--- src/hzr_pkg.sv ---
// constants, field layout and state codes for the zero-return pulse channel
// assumes a 200 MHz system clock and a 32-bit register port
package hzr_pkg;

  // ----------------------------------------------------------------
  // clock and timing
  // ----------------------------------------------------------------
  localparam int unsigned CLK_HZ = 200_000_000;
  localparam int unsigned CLK_PERIOD_NS = 5;
  localparam int unsigned FILTER_MS = 10;
  localparam int unsigned FILTER_CYC_DEF = FILTER_MS * (CLK_HZ / 1000);
  localparam int unsigned CLEAR_MS = 20;
  localparam int unsigned CLEAR_CYC_DEF = CLEAR_MS * (CLK_HZ / 1000);
  localparam int unsigned SCAN_US = 1000;
  localparam int unsigned SCAN_CYC_DEF = SCAN_US * (CLK_HZ / 1_000_000);
  localparam int unsigned RAMP_NS = 1000;
  localparam int unsigned RAMP_CYC = RAMP_NS / CLK_PERIOD_NS;

  // ----------------------------------------------------------------
  // widths
  // ----------------------------------------------------------------
  localparam int CNT_W = 24;
  localparam int FREQ_W = 18;
  localparam int CREEP_W = 15;
  localparam int ACC_W = 28;
  localparam int ADDR_W = 8;
  localparam int DATA_W = 32;
  localparam int ABS_W = 3;
  localparam logic [ACC_W-1:0] HALF_CYCLE_HZ = ACC_W'(CLK_HZ / 2);
  localparam logic [FREQ_W-1:0] MIN_HZ = 18'h0000A;

  // ----------------------------------------------------------------
  // register map and fields
  // ----------------------------------------------------------------
  localparam logic [ADDR_W-1:0] OFS_CTRL = 8'h00;
  localparam logic [ADDR_W-1:0] OFS_ZR_SPEED = 8'h04;
  localparam logic [ADDR_W-1:0] OFS_CREEP = 8'h08;
  localparam logic [ADDR_W-1:0] OFS_RAMP_STEP = 8'h0C;
  localparam logic [ADDR_W-1:0] OFS_STATUS = 8'h10;
  localparam logic [ADDR_W-1:0] OFS_POSITION = 8'h14;
  localparam logic [ADDR_W-1:0] OFS_ABS_VALUE = 8'h18;
  localparam int CTRL_ACT_BIT = 0;
  localparam int CTRL_CLR_EN_BIT = 1;
  localparam int CTRL_DOG_FAST_BIT = 2;
  localparam int CTRL_ABS_LSB = 4;
  localparam int STAT_REJ_BIT = 3;
  localparam logic [FREQ_W-1:0] ZR_SPEED_RST = 18'h003E8;
  localparam logic [CREEP_W-1:0] CREEP_RST = 15'h0064;
  localparam logic [FREQ_W-1:0] RAMP_STEP_RST = 18'h00064;
  localparam logic [DATA_W-1:0] POS_RST = 32'h00000000;

  typedef enum logic [5:0] {
    ST_IDLE = 6'h01,
    ST_FAST = 6'h02,
    ST_SLOW = 6'h04,
    ST_DECEL = 6'h08,
    ST_CLR = 6'h10,
    ST_FIN = 6'h20
  } hzr_state_t;

endpackage

--- src/hzr_pg_if.sv ---
// rate and pulse handshake between the homing sequencer and the pulse generator
// assumes both ends share one clock
`timescale 1ns/1ps
`default_nettype none
interface hzr_pg_if import hzr_pkg::*; ();
  logic [FREQ_W-1:0] freq;
  logic run;
  logic level;
  logic step;
  modport ctl (output freq, output run, input level, input step);
  modport gen (input freq, input run, output level, output step);
endinterface
`default_nettype wire

--- src/hzr_pulse_gen.sv ---
// square-wave pulse generator with a phase accumulator, one step per rising edge
// assumes freq is at most half the clock rate and run is driven from a flop
`timescale 1ns/1ps
`default_nettype none
module hzr_pulse_gen import hzr_pkg::*; (
  input wire logic clock,
  input wire logic nrst,
  hzr_pg_if.gen pg
);

  // ----------------------------------------------------------------
  // accumulator
  // ----------------------------------------------------------------
  logic [ACC_W-1:0] acc;
  wire [ACC_W-1:0] acc_sum = acc + ACC_W'(pg.freq);
  wire acc_wrap = acc_sum >= HALF_CYCLE_HZ;

  // dropping run clears the wave at once: no tail, no ramp
  always_ff @(posedge clock) begin
    if (!nrst || !pg.run) begin
      acc <= '0;
      pg.level <= 1'b0;
      pg.step <= 1'b0;
    end else if (acc_wrap) begin
      acc <= acc_sum - HALF_CYCLE_HZ;
      pg.level <= ~pg.level;
      pg.step <= ~pg.level;
    end else begin
      acc <= acc_sum;
      pg.step <= 1'b0;
    end
  end

  // ----------------------------------------------------------------
  // checks
  // ----------------------------------------------------------------
  cut_no_tail_a: assert property (@(posedge clock) disable iff (!nrst)
    !pg.run |=> !pg.level && !pg.step)
    else $error("pulse train continued after run dropped");

  step_on_rise_a: assert property (@(posedge clock) disable iff (!nrst)
    pg.step |-> pg.level && !$past(pg.level))
    else $error("step without a rising pulse edge");

endmodule
`default_nettype wire

--- src/hzr_homing.sv ---
// zero-return sequencer for one pulse output channel with register port
// assumes a single clock; dog, limit and absolute-data inputs are asynchronous pins
//
// Operation
// - dog front slows to creep, rear stops
// - clear current position to zero after stop
// - stop at creep with no ramp
// - fast dog input stops without scan delay
// - other dog inputs go through filter, scan
// - activation release decelerates then stops
// - release end leaves done flag cleared
// - reject new command while channel busy
// - limit flag decelerates, stops, flags abnormal
// - opposite-side limit also aborts with abnormal
// - absolute read takes three input points
// - absolute read drives three output points
// - absolute value stored as one 32-bit word
// - run at zero-return speed until dog
// - reverse travel, position counts down
// - clear pulse within 1 ms, 20 ms plus scan
// - done flag set after position clear
//
// The address-and-strobe port and the placing of the registers are this design's own decisions.
`timescale 1ns/1ps
`default_nettype none
module hzr_homing import hzr_pkg::*; #(
  parameter int unsigned FILTER_CYC = FILTER_CYC_DEF,
  parameter int unsigned CLEAR_CYC = CLEAR_CYC_DEF,
  parameter int unsigned SCAN_CYC = SCAN_CYC_DEF
) (
  input wire logic clock,
  input wire logic nrst,
  input wire logic [ADDR_W-1:0] addr,
  input wire logic [DATA_W-1:0] wdata,
  input wire logic wr,
  input wire logic rd,
  output logic [DATA_W-1:0] rdata,
  input wire logic dog_in,
  input wire logic fwd_limit_in,
  input wire logic rev_limit_in,
  input wire logic [ABS_W-1:0] abs_data_in,
  output logic [ABS_W-1:0] abs_ctl_out,
  output logic pulse_out,
  output logic clear_out,
  output logic busy_out
);

  // ----------------------------------------------------------------
  // address decode
  // ----------------------------------------------------------------
  function automatic logic hit(input logic [ADDR_W-1:0] a, input logic [ADDR_W-1:0] ofs);
    hit = (a == ofs);
  endfunction

  wire wr_ctrl = wr & hit(addr, OFS_CTRL);
  wire wr_zr = wr & hit(addr, OFS_ZR_SPEED);
  wire wr_creep = wr & hit(addr, OFS_CREEP);
  wire wr_step = wr & hit(addr, OFS_RAMP_STEP);
  wire wr_status = wr & hit(addr, OFS_STATUS);
  wire wr_pos = wr & hit(addr, OFS_POSITION);
  wire wr_abs = wr & hit(addr, OFS_ABS_VALUE);

  // ----------------------------------------------------------------
  // software registers
  // ----------------------------------------------------------------
  logic act;
  logic clr_en;
  logic dog_fast;
  logic [FREQ_W-1:0] zr_speed;
  logic [CREEP_W-1:0] creep;
  logic [FREQ_W-1:0] ramp_step;

  always_ff @(posedge clock) begin
    if (!nrst) begin
      act <= 1'b0;
      clr_en <= 1'b0;
      dog_fast <= 1'b0;
      abs_ctl_out <= '0;
    end else if (wr_ctrl) begin
      act <= wdata[CTRL_ACT_BIT];
      clr_en <= wdata[CTRL_CLR_EN_BIT];
      dog_fast <= wdata[CTRL_DOG_FAST_BIT];
      abs_ctl_out <= wdata[CTRL_ABS_LSB +: ABS_W];
    end
  end

  always_ff @(posedge clock) begin
    if (!nrst) begin
      zr_speed <= ZR_SPEED_RST;
      creep <= CREEP_RST;
      ramp_step <= RAMP_STEP_RST;
    end else begin
      if (wr_zr) zr_speed <= wdata[FREQ_W-1:0];
      if (wr_creep) creep <= wdata[CREEP_W-1:0];
      if (wr_step) ramp_step <= wdata[FREQ_W-1:0];
    end
  end

  // ----------------------------------------------------------------
  // pin synchronisers
  // ----------------------------------------------------------------
  logic [ABS_W+2:0] sync1;
  logic [ABS_W+2:0] sync2;

  always_ff @(posedge clock) begin
    if (!nrst) begin
      sync1 <= '0;
      sync2 <= '0;
    end else begin
      sync1 <= {abs_data_in, rev_limit_in, fwd_limit_in, dog_in};
      sync2 <= sync1;
    end
  end

  wire dog_s2 = sync2[0];
  wire limit_any = sync2[1] | sync2[2];
  wire [ABS_W-1:0] abs_s2 = sync2[3 +: ABS_W];

  // ----------------------------------------------------------------
  // dog qualification: direct path or filter plus scan sampling
  // ----------------------------------------------------------------
  logic dog_filt;
  logic dog_scan;
  logic dog_prev;
  logic [CNT_W-1:0] filt_cnt;
  logic [CNT_W-1:0] scan_cnt;
  wire scan_tick = scan_cnt == CNT_W'(SCAN_CYC - 1);
  wire filt_full = filt_cnt == CNT_W'(FILTER_CYC - 1);
  // the direct path skips filter and scan so the stop tracks the dog edge
  wire dog_eff = dog_fast ? dog_s2 : dog_scan;
  wire dog_rise = dog_eff & ~dog_prev;
  wire dog_fall = ~dog_eff & dog_prev;

  // a level must hold for the whole filter time before it is accepted
  always_ff @(posedge clock) begin
    if (!nrst || dog_s2 == dog_filt) begin
      filt_cnt <= '0;
    end else if (filt_full) begin
      filt_cnt <= '0;
    end else begin
      filt_cnt <= filt_cnt + 1'b1;
    end
  end

  always_ff @(posedge clock) begin
    if (!nrst) begin
      dog_filt <= 1'b0;
      dog_scan <= 1'b0;
      dog_prev <= 1'b0;
      scan_cnt <= '0;
    end else begin
      if (dog_s2 != dog_filt && filt_full) dog_filt <= dog_s2;
      if (scan_tick) dog_scan <= dog_filt;
      dog_prev <= dog_eff;
      scan_cnt <= scan_tick ? '0 : scan_cnt + 1'b1;
    end
  end

  // ----------------------------------------------------------------
  // sequencer
  // ----------------------------------------------------------------
  hzr_state_t state;
  hzr_state_t next_state;
  logic act_prev;
  logic [CNT_W-1:0] ramp_cnt;
  logic [CNT_W-1:0] clr_cnt;
  logic [FREQ_W-1:0] cur_freq;
  logic abn_pend;
  logic fin_ok;
  logic done;
  logic abnormal;
  logic rejected;
  logic [DATA_W-1:0] position;

  hzr_pg_if pg ();

  wire busy = state != ST_IDLE;
  wire act_rise = act & ~act_prev;
  wire start = ~busy & act_rise;
  wire in_motion = state == ST_FAST || state == ST_SLOW;
  wire abort = ~act | limit_any;
  wire home_stop = state == ST_SLOW && !abort && dog_fall;
  wire ramp_tick = ramp_cnt == CNT_W'(RAMP_CYC - 1);
  wire clr_end = clr_cnt == CNT_W'(CLEAR_CYC + SCAN_CYC - 1);
  wire [FREQ_W-1:0] eff_step = (ramp_step == '0) ? 18'h00001 : ramp_step;
  wire [FREQ_W:0] cur_x = {1'b0, cur_freq};
  wire [FREQ_W:0] creep_x = {4'h0, creep};
  wire [FREQ_W:0] creep_lim = creep_x + {1'b0, eff_step};
  wire [FREQ_W:0] min_lim = {1'b0, MIN_HZ} + {1'b0, eff_step};
  wire [FREQ_W-1:0] slow_down = (cur_x > creep_lim) ? cur_freq - eff_step
                                                    : creep_x[FREQ_W-1:0];
  wire [FREQ_W-1:0] dec_down = (cur_x > min_lim) ? cur_freq - eff_step : MIN_HZ;

  always_comb begin
    next_state = state;
    case (state)
      ST_IDLE: if (act_rise) next_state = ST_FAST;
      ST_FAST: next_state = abort ? ST_DECEL : dog_rise ? ST_SLOW : ST_FAST;
      ST_SLOW: begin
        if (abort) next_state = ST_DECEL;
        else if (dog_fall) next_state = clr_en ? ST_CLR : ST_FIN;
      end
      ST_DECEL: if (ramp_tick && cur_freq == MIN_HZ) next_state = ST_FIN;
      ST_CLR: if (clr_end) next_state = ST_FIN;
      ST_FIN: next_state = ST_IDLE;
      default: next_state = ST_IDLE;
    endcase
  end

  // speed profile: full speed, ramp to creep after the dog, ramp to minimum on abort
  wire [FREQ_W-1:0] next_freq =
    (start || state == ST_FAST) ? zr_speed :
    (state == ST_SLOW && ramp_tick) ? slow_down :
    (state == ST_DECEL && ramp_tick) ? dec_down : cur_freq;

  assign pg.freq = cur_freq;

  always_ff @(posedge clock) begin
    if (!nrst) begin
      state <= ST_IDLE;
      act_prev <= 1'b0;
      cur_freq <= MIN_HZ;
      pg.run <= 1'b0;
      ramp_cnt <= '0;
      clr_cnt <= '0;
    end else begin
      state <= next_state;
      act_prev <= act;
      cur_freq <= next_freq;
      // a stop at the dog rear drops run with no ramp
      pg.run <= next_state == ST_FAST || next_state == ST_SLOW
                || next_state == ST_DECEL;
      ramp_cnt <= (ramp_tick || !busy) ? '0 : ramp_cnt + 1'b1;
      clr_cnt <= (state == ST_CLR) ? clr_cnt + 1'b1 : '0;
    end
  end

  hzr_pulse_gen u_gen (
    .clock(clock),
    .nrst(nrst),
    .pg(pg.gen)
  );

  // ----------------------------------------------------------------
  // completion flags
  // ----------------------------------------------------------------
  always_ff @(posedge clock) begin
    if (!nrst || start) begin
      abn_pend <= 1'b0;
      fin_ok <= 1'b0;
      done <= 1'b0;
      abnormal <= 1'b0;
    end else begin
      if ((in_motion || state == ST_DECEL) && limit_any) abn_pend <= 1'b1;
      if (home_stop) fin_ok <= 1'b1;
      if (state == ST_FIN) begin
        done <= fin_ok;
        abnormal <= abn_pend;
      end
    end
  end

  // a new command on a busy channel is dropped and remembered; set beats clear
  always_ff @(posedge clock) begin
    if (!nrst) rejected <= 1'b0;
    else if (busy && act_rise) rejected <= 1'b1;
    else if (wr_status && wdata[STAT_REJ_BIT]) rejected <= 1'b0;
  end

  // ----------------------------------------------------------------
  // position counter and outputs
  // ----------------------------------------------------------------
  always_ff @(posedge clock) begin
    if (!nrst) position <= POS_RST;
    else if (home_stop) position <= '0;
    else if (wr_abs) position <= wdata;
    else if (wr_pos) position <= wdata;
    else if (pg.step) position <= position - 1'b1;
  end

  always_ff @(posedge clock) begin
    if (!nrst) begin
      pulse_out <= 1'b0;
      clear_out <= 1'b0;
      busy_out <= 1'b0;
    end else begin
      pulse_out <= pg.level;
      clear_out <= next_state == ST_CLR;
      busy_out <= next_state != ST_IDLE;
    end
  end

  // ----------------------------------------------------------------
  // read port: data only in the cycle after the strobe
  // ----------------------------------------------------------------
  wire [DATA_W-1:0] rd_ctrl = {25'h0000000, abs_ctl_out, 1'b0, dog_fast, clr_en, act};
  wire [DATA_W-1:0] rd_status = {24'h000000, dog_eff, abs_s2, rejected, busy,
                                 abnormal, done};
  wire [DATA_W-1:0] rd_mux =
    hit(addr, OFS_CTRL) ? rd_ctrl :
    hit(addr, OFS_ZR_SPEED) ? {14'h0000, zr_speed} :
    hit(addr, OFS_CREEP) ? {17'h00000, creep} :
    hit(addr, OFS_RAMP_STEP) ? {14'h0000, ramp_step} :
    hit(addr, OFS_STATUS) ? rd_status :
    hit(addr, OFS_POSITION) ? position : 32'h00000000;

  always_ff @(posedge clock) begin
    if (!nrst) rdata <= '0;
    else rdata <= rd ? rd_mux : 32'h00000000;
  end

  // ----------------------------------------------------------------
  // checks
  // ----------------------------------------------------------------
  dog_rear_stop_a: assert property (@(posedge clock) disable iff (!nrst)
    home_stop |=> !pg.run ##1 !pg.level)
    else $error("pulses not cut at dog rear");
  dog_front_slow_a: assert property (@(posedge clock) disable iff (!nrst)
    state == ST_FAST && !abort && dog_rise |=> state == ST_SLOW)
    else $error("dog front did not start slowdown");
  pos_zero_a: assert property (@(posedge clock) disable iff (!nrst)
    home_stop |=> position == 32'h00000000)
    else $error("position not cleared at stop");
  fast_dog_a: assert property (@(posedge clock) disable iff (!nrst)
    dog_fast && $past(dog_fast) && state == ST_SLOW && !abort && $fell(dog_s2)
    |=> !pg.run)
    else $error("direct dog edge did not stop at once");
  filter_time_a: assert property (@(posedge clock) disable iff (!nrst)
    $changed(dog_filt) |-> $past(filt_full) && $past(dog_s2) != $past(dog_filt))
    else $error("dog filter accepted a short level");
  release_decel_a: assert property (@(posedge clock) disable iff (!nrst)
    in_motion && !act |=> state == ST_DECEL ##1 pg.run)
    else $error("release did not decelerate");
  release_no_done_a: assert property (@(posedge clock) disable iff (!nrst)
    state == ST_FIN && !fin_ok |=> !done)
    else $error("done set after aborted homing");
  busy_reject_a: assert property (@(posedge clock) disable iff (!nrst)
    busy && act_rise |=> rejected && (state != ST_FAST || $past(state) == ST_FAST))
    else $error("command accepted on busy channel");
  limit_abn_a: assert property (@(posedge clock) disable iff (!nrst)
    in_motion && limit_any |=> state == ST_DECEL && abn_pend)
    else $error("limit did not abort with abnormal pending");
  abn_flag_a: assert property (@(posedge clock) disable iff (!nrst)
    state == ST_FIN |=> abnormal == $past(abn_pend) && done == $past(fin_ok))
    else $error("completion flags wrong at finish");
  abs_word_a: assert property (@(posedge clock) disable iff (!nrst)
    wr_abs && !home_stop |=> position == $past(wdata))
    else $error("absolute value not stored whole");
  rev_count_a: assert property (@(posedge clock) disable iff (!nrst)
    pg.step && !home_stop && !wr_abs && !wr_pos |=> position == $past(position) - 1)
    else $error("position not counted down");
  zr_speed_a: assert property (@(posedge clock) disable iff (!nrst)
    state == ST_FAST |-> cur_freq == zr_speed)
    else $error("not at zero-return speed before dog");
  clear_on_a: assert property (@(posedge clock) disable iff (!nrst)
    home_stop && clr_en |=> ##1 clear_out)
    else $error("clear output late");

  cov_home_c: cover property (@(posedge clock) disable iff (!nrst)
    state == ST_FIN && fin_ok);
  cov_release_c: cover property (@(posedge clock) disable iff (!nrst)
    in_motion && !act && !limit_any);
  cov_limit_c: cover property (@(posedge clock) disable iff (!nrst)
    in_motion && limit_any);
  cov_reject_c: cover property (@(posedge clock) disable iff (!nrst)
    busy && act_rise);

endmodule
`default_nettype wire

--- config.mk ---
export PLATFORM = sky130hd
export DESIGN_NAME = hzr_homing
export DESIGN_NICKNAME = d
export VERILOG_FILES = /design/src/hzr_pkg.sv /design/src/hzr_pg_if.sv /design/src/hzr_pulse_gen.sv /design/src/hzr_homing.sv
export SDC_FILE = /design/constraint.sdc
export NUM_CORES = 1
export LEC_CHECK = 0
export BUFFER_PORTS_ARGS = -buffer_cell sky130_fd_sc_hd__buf_2
export CAP_MARGIN = 20
export CORE_ASPECT_RATIO = 1.5
export CORE_MARGIN = 3
export CORE_UTILIZATION = 50
export CTS_CLUSTER_DIAMETER = 30
export CTS_CLUSTER_SIZE = 30
export DETAILED_ROUTE_END_ITERATION = 16
export HOLD_SLACK_MARGIN = 0.06
export PLACE_DENSITY = 0.73
export RECOVER_POWER = 100
export SLEW_MARGIN = 20
export SYNTH_ARGS = -nofsm -noshare
export SYNTH_HDL_FRONTEND = slang
export SYNTH_HIERARCHICAL = 1
export SYNTH_SLANG_ARGS = --single-unit
--- constraint.sdc ---
create_clock -name clock -period 5.6 [get_ports clock]
set_input_delay 0.28 -clock clock [delete_from_list [all_inputs] [get_ports clock]]
set_output_delay 0.28 -clock clock [all_outputs]
set_load 0.01 [all_outputs]
==> impl_metrics.py <==
metrics = {
    "status": {
        "status": "finished with violations",
        "violations": "capacitance limit, slew limit",
    },
    "floorplan": {
        "start_util_pct": 50.97,
        "pin_count": 88,
        "dieArea_mm2": 0.03564,
        "die_x_um": 155.1,
        "core.rowCount": 81,
        "core_mm2": 0.03274,
        "die-height_um": 229.7,
    },
    "sta": {
        "setup_tns_ps": 0,
        "fin_crit_ps": 5122,
        "finalMaxSlewViolations": 127,
        "rsz0062_at_grt": "false",
        "hold_viol": 0,
        "fin_crit_sh_pct": 91.46,
        "fin_worst_skew_ps": 31.86,
        "setup_viol": 0,
        "tightest_slew_ps": 2570,
        "setup_ws_ps": 478.5,
        "slew_headroom_pct": -71.32,
        "timing.fmax_mhz": 195.3,
    },
    "min_path": {
        "min_to": "rdata[2]",
        "hold_path.startpoint": "addr[6]",
        "worst_hold_path_type": "in2reg",
        "holdPathStages": 4,
    },
    "flow_run": {
        "max_cap_viol_count": 3,
    },
    "detailed_routing": {
        "wl_um": 47000,
        "ant_nets": 0,
        "avgRoutedWirePerCell_um": 18.07,
        "firstDrtPassIters": 5,
        "initialDrtViolationCount": 1154,
        "via_count": 15370,
        "drc": 0,
        "avgViaCountPerCell": 5.908,
    },
    "logic_synthesis": {
        "synth_top_family_by_area": "simple AND/OR/NAND/NOR gates",
        "synth_seq_area_share_pct": 35.52,
        "synth_common_cells": "296 x dfxtp_1, 259 x nand2_1, 231 x nor2_1",
        "yosys_warnings": 6,
        "synth_adder_area_share_pct": 7.335,
        "synth_top_flop_cell": "dfxtp_1",
        "synth_xor_area_share_pct": 9.555,
        "netlist_area_mm2": 0.01668,
        "async_flop_share_pct": 0,
        "synth_area_per_cell_um2": 8.190,
        "yosysMostFrequentCell": "dfxtp_1",
        "synth_cells": 2037,
        "ys_ff_latch": 296,
        "synth.distinct_cells": 90,
        "ys_top_cells_by_area": "dfxtp_1 36%, ha_1 7.0%, nand2_1 5.8%",
        "muxShareOfSynthArea_pct": 1.162,
        "yosysTopAreaCellShare_pct": 35.52,
        "syn-num-nets": 2183,
        "yosys.area.top_type": "dfxtp_1",
        "synth_edf_count": 0,
        "synth-compound-area-share_pct": 16.73,
        "synth-simple-area-share_pct": 26.05,
    },
    "critical_path": {
        "worstSetupPathType": "reg2reg",
        "critical-path-top-delay-family": "simple AND/OR/NAND/NOR gates",
        "slowest_stage": "dfxtp_1",
        "r2r_slack_ps": 480,
        "cp_cell_sequence": "nor4_1 > nand3_1 > o31ai_2 > ha_1 > a21o_1 > a21oi_1 > o21ai_1 > a2111oi_2 > o41ai_1 > buf_4 > or2_2 > a221oi_1 > xor2_1 > ha_1 > nand4_1 > nor3_1 > o31ai_1 > nand4_1 > nand4b_1 > nand2_1 > a221oi_1 > or2_2",
        "critical_path.max_stage_delay_ps": 450,
        "cp_max_fo": 6,
        "r2r-end": "cur_freq[1]",
        "arrival_ps": 5580,
        "timing.rr.start": "ramp_step[16]",
        "critPathLaunchType": "flip-flop",
        "crit_required_ps": 6060,
        "path_buf_inv": 1,
        "ff2ff_path_depth": 22,
        "cp-end-kind": "flip-flop",
    },
    "place": {
        "pre_cts_ws_ps": 285.9,
        "port_buffers": 87,
        "hpwl_um": 33820,
        "gp_congestion": 0.9772,
    },
    "final_layout": {
        "syn_to_final_growth_pct": 17.05,
        "nets": 2289,
        "drive_gt1_share_pct": 9.241,
        "diodes": 0,
    },
    "power": {
        "cellLeakagePower_nw": 7.484,
        "power_density_mw_per_mm2": 280.3,
        "irDropWorstVdd_uv": 192.7,
    },
    "global_route": {
        "grt_max_degree": 67,
        "grt-ovfl-total": 0,
        "antenna_found_initial": 0,
        "grt_usage_pct": 25.85,
        "grt_pass1_vias": 15570,
        "grt_pass1_wl_um": 76710,
    },
    "cts": {
        "clk-insertion-delay-late_ps": 580,
        "postCtsSetupRepairBufs": 0,
        "cts_sinks": 296,
        "path_clk_slew_ps": 60,
        "cts_tree": "done",
        "clk_path_buf_depth": 3,
        "cts_root_buf": "clkbuf_16",
        "htreeDepth": 2,
        "cts_buffers": 52,
    },
}
area by class of cell:
cell class | instances | area, um^2
fill | 2864 | 13210
multi-input combinational | 1591 | 10140
clock inverter | 39 | 451.7
sequential | 296 | 5926
tap | 415 | 519.2
timing repair buffer | 147 | 922.1
inverter | 55 | 206.4
clock buffer | 58 | 1364
layer usage:
metal | up-vias | part of all wire [%] | GRT usage [%] | wire length [um]
met2 | 554 | 50 | 46.28 | 23600
met1 | 7230 | 39 | 29.32 | 18380
met4 | 0 | 4.8 | 13.50 | 2266
met3 | 157 | 5.8 | 3.954 | 2744
li1 | 7425 | - | - | -
met5 | - | 0 | 0 | 0
power breakdown:
part | total, mW | switching (mW) | internal (mW)
combinational | 0.124 | 0.0708 | 0.0533
sequential | 2.12 | 0.00723 | 2.12
clock | 3.23 | 1.22 | 2.00
total | 5.47 | 1.30 | 4.17
metrics by stage:
stage / utilization (%) / std cells / instance area [um^2] / total power [mW] / hold slack (ps)
finish: 59.66 / 2601 / 19530 / 5.474 / 137.3
global route: 59.66 / 2601 / 19530 / 5.621 / 165.0
CTS: 59.88 / 2601 / 19600 / 5.513 / 117.4
detailed placement: 53.17 / 2466 / 17410 / 2.268 / 418.5
global placement: 53.16 / 2465 / 17400 / 2.267 / 416.8
floorplan: - / 2037 / 16680 / 2.220 / 404.0
kinds of logic after synthesis:
kind of cell / after synthesis
flops: 296
fa+ha+maj: 96
mux: 19
buf+inv: 150
compound gates: 411
simple gates: 883
xor+xnor: 182
worst register-to-register path, cell delays in order (launching register included):
cell,delay [ps]
dfxtp_1,450
nor4_1,110
nand3_1,200
o31ai_2,100
ha_1,220
a21o_1,180
a21oi_1,290
o21ai_1,170
a2111oi_2,350
o41ai_1,140
buf_4,150
or2_2,280
a221oi_1,360
xor2_1,120
ha_1,310
nand4_1,140
nor3_1,280
o31ai_1,120
nand4_1,120
nand4b_1,190
nand2_1,320
a221oi_1,140
or2_2,300
sequential cells by signal, summed over array words and instances, names as in the netlist, 3 cells and up:
signal,cells
creep,15
cur_freq,18
u_gen/acc,28
clr_cnt,24
sync2,6
ramp_cnt,24
filt_cnt,24
scan_cnt,24
state,6
zr_speed,18
position,32
ramp_step,18
rdata,32
abs_ctl_out,3
sync1,6
worst max path at each step:
| stage | endpoint | cells after the start | slack (ps) | startpoint |
|---|---|---|---|---|
| 2_1_floorplan | cur_freq[12] | 22 | 990 | ramp_step[3] |
| 3_3_place_gp | cur_freq[10] | 23 | 420 | ramp_step[5] |
| 3_5_place_dp | cur_freq[12] | 23 | 290 | ramp_step[6] |
| 4_1_cts | cur_freq[12] | 23 | 240 | ramp_step[6] |
| 5_1_grt | cur_freq[10] | 23 | 50 | ramp_step[5] |
| 6_report | cur_freq[1] | 22 | 480 | ramp_step[16] |
repair_timing:
item                                    in CTS  in global routing
endpoints found under the setup margin       0                 15
resized for setup                            0                  5
hold endpoints to repair                    83                  0
hold buffers                                38                  0
layout by cell type, fill, tap and decap left out, types with 15 or more instances in the layout:
cell	synthesis	routed
a211oi_1	37	38
a21boi_0	42	42
a21o_1	23	23
a21oi_1	97	96
and2_0	1	27
and2_1	47	21
and3_1	39	39
buf_2	5	48
buf_4	0	19
clkbuf_1	83	43
clkbuf_16	0	52
dfxtp_1	296	296
dlygate4sd3_1	1	38
ha_1	93	93
inv_1	55	55
mux2i_1	16	16
nand2_1	259	259
nand2b_1	15	15
nand3_1	78	78
nand4_1	39	39
nor2_1	231	231
nor2b_1	22	22
nor3_1	35	35
nor4_1	26	26
o21ai_0	82	82
or3_1	20	20
xnor2_1	86	86
xor2_1	96	96
(Power assumes the default switching activity.)
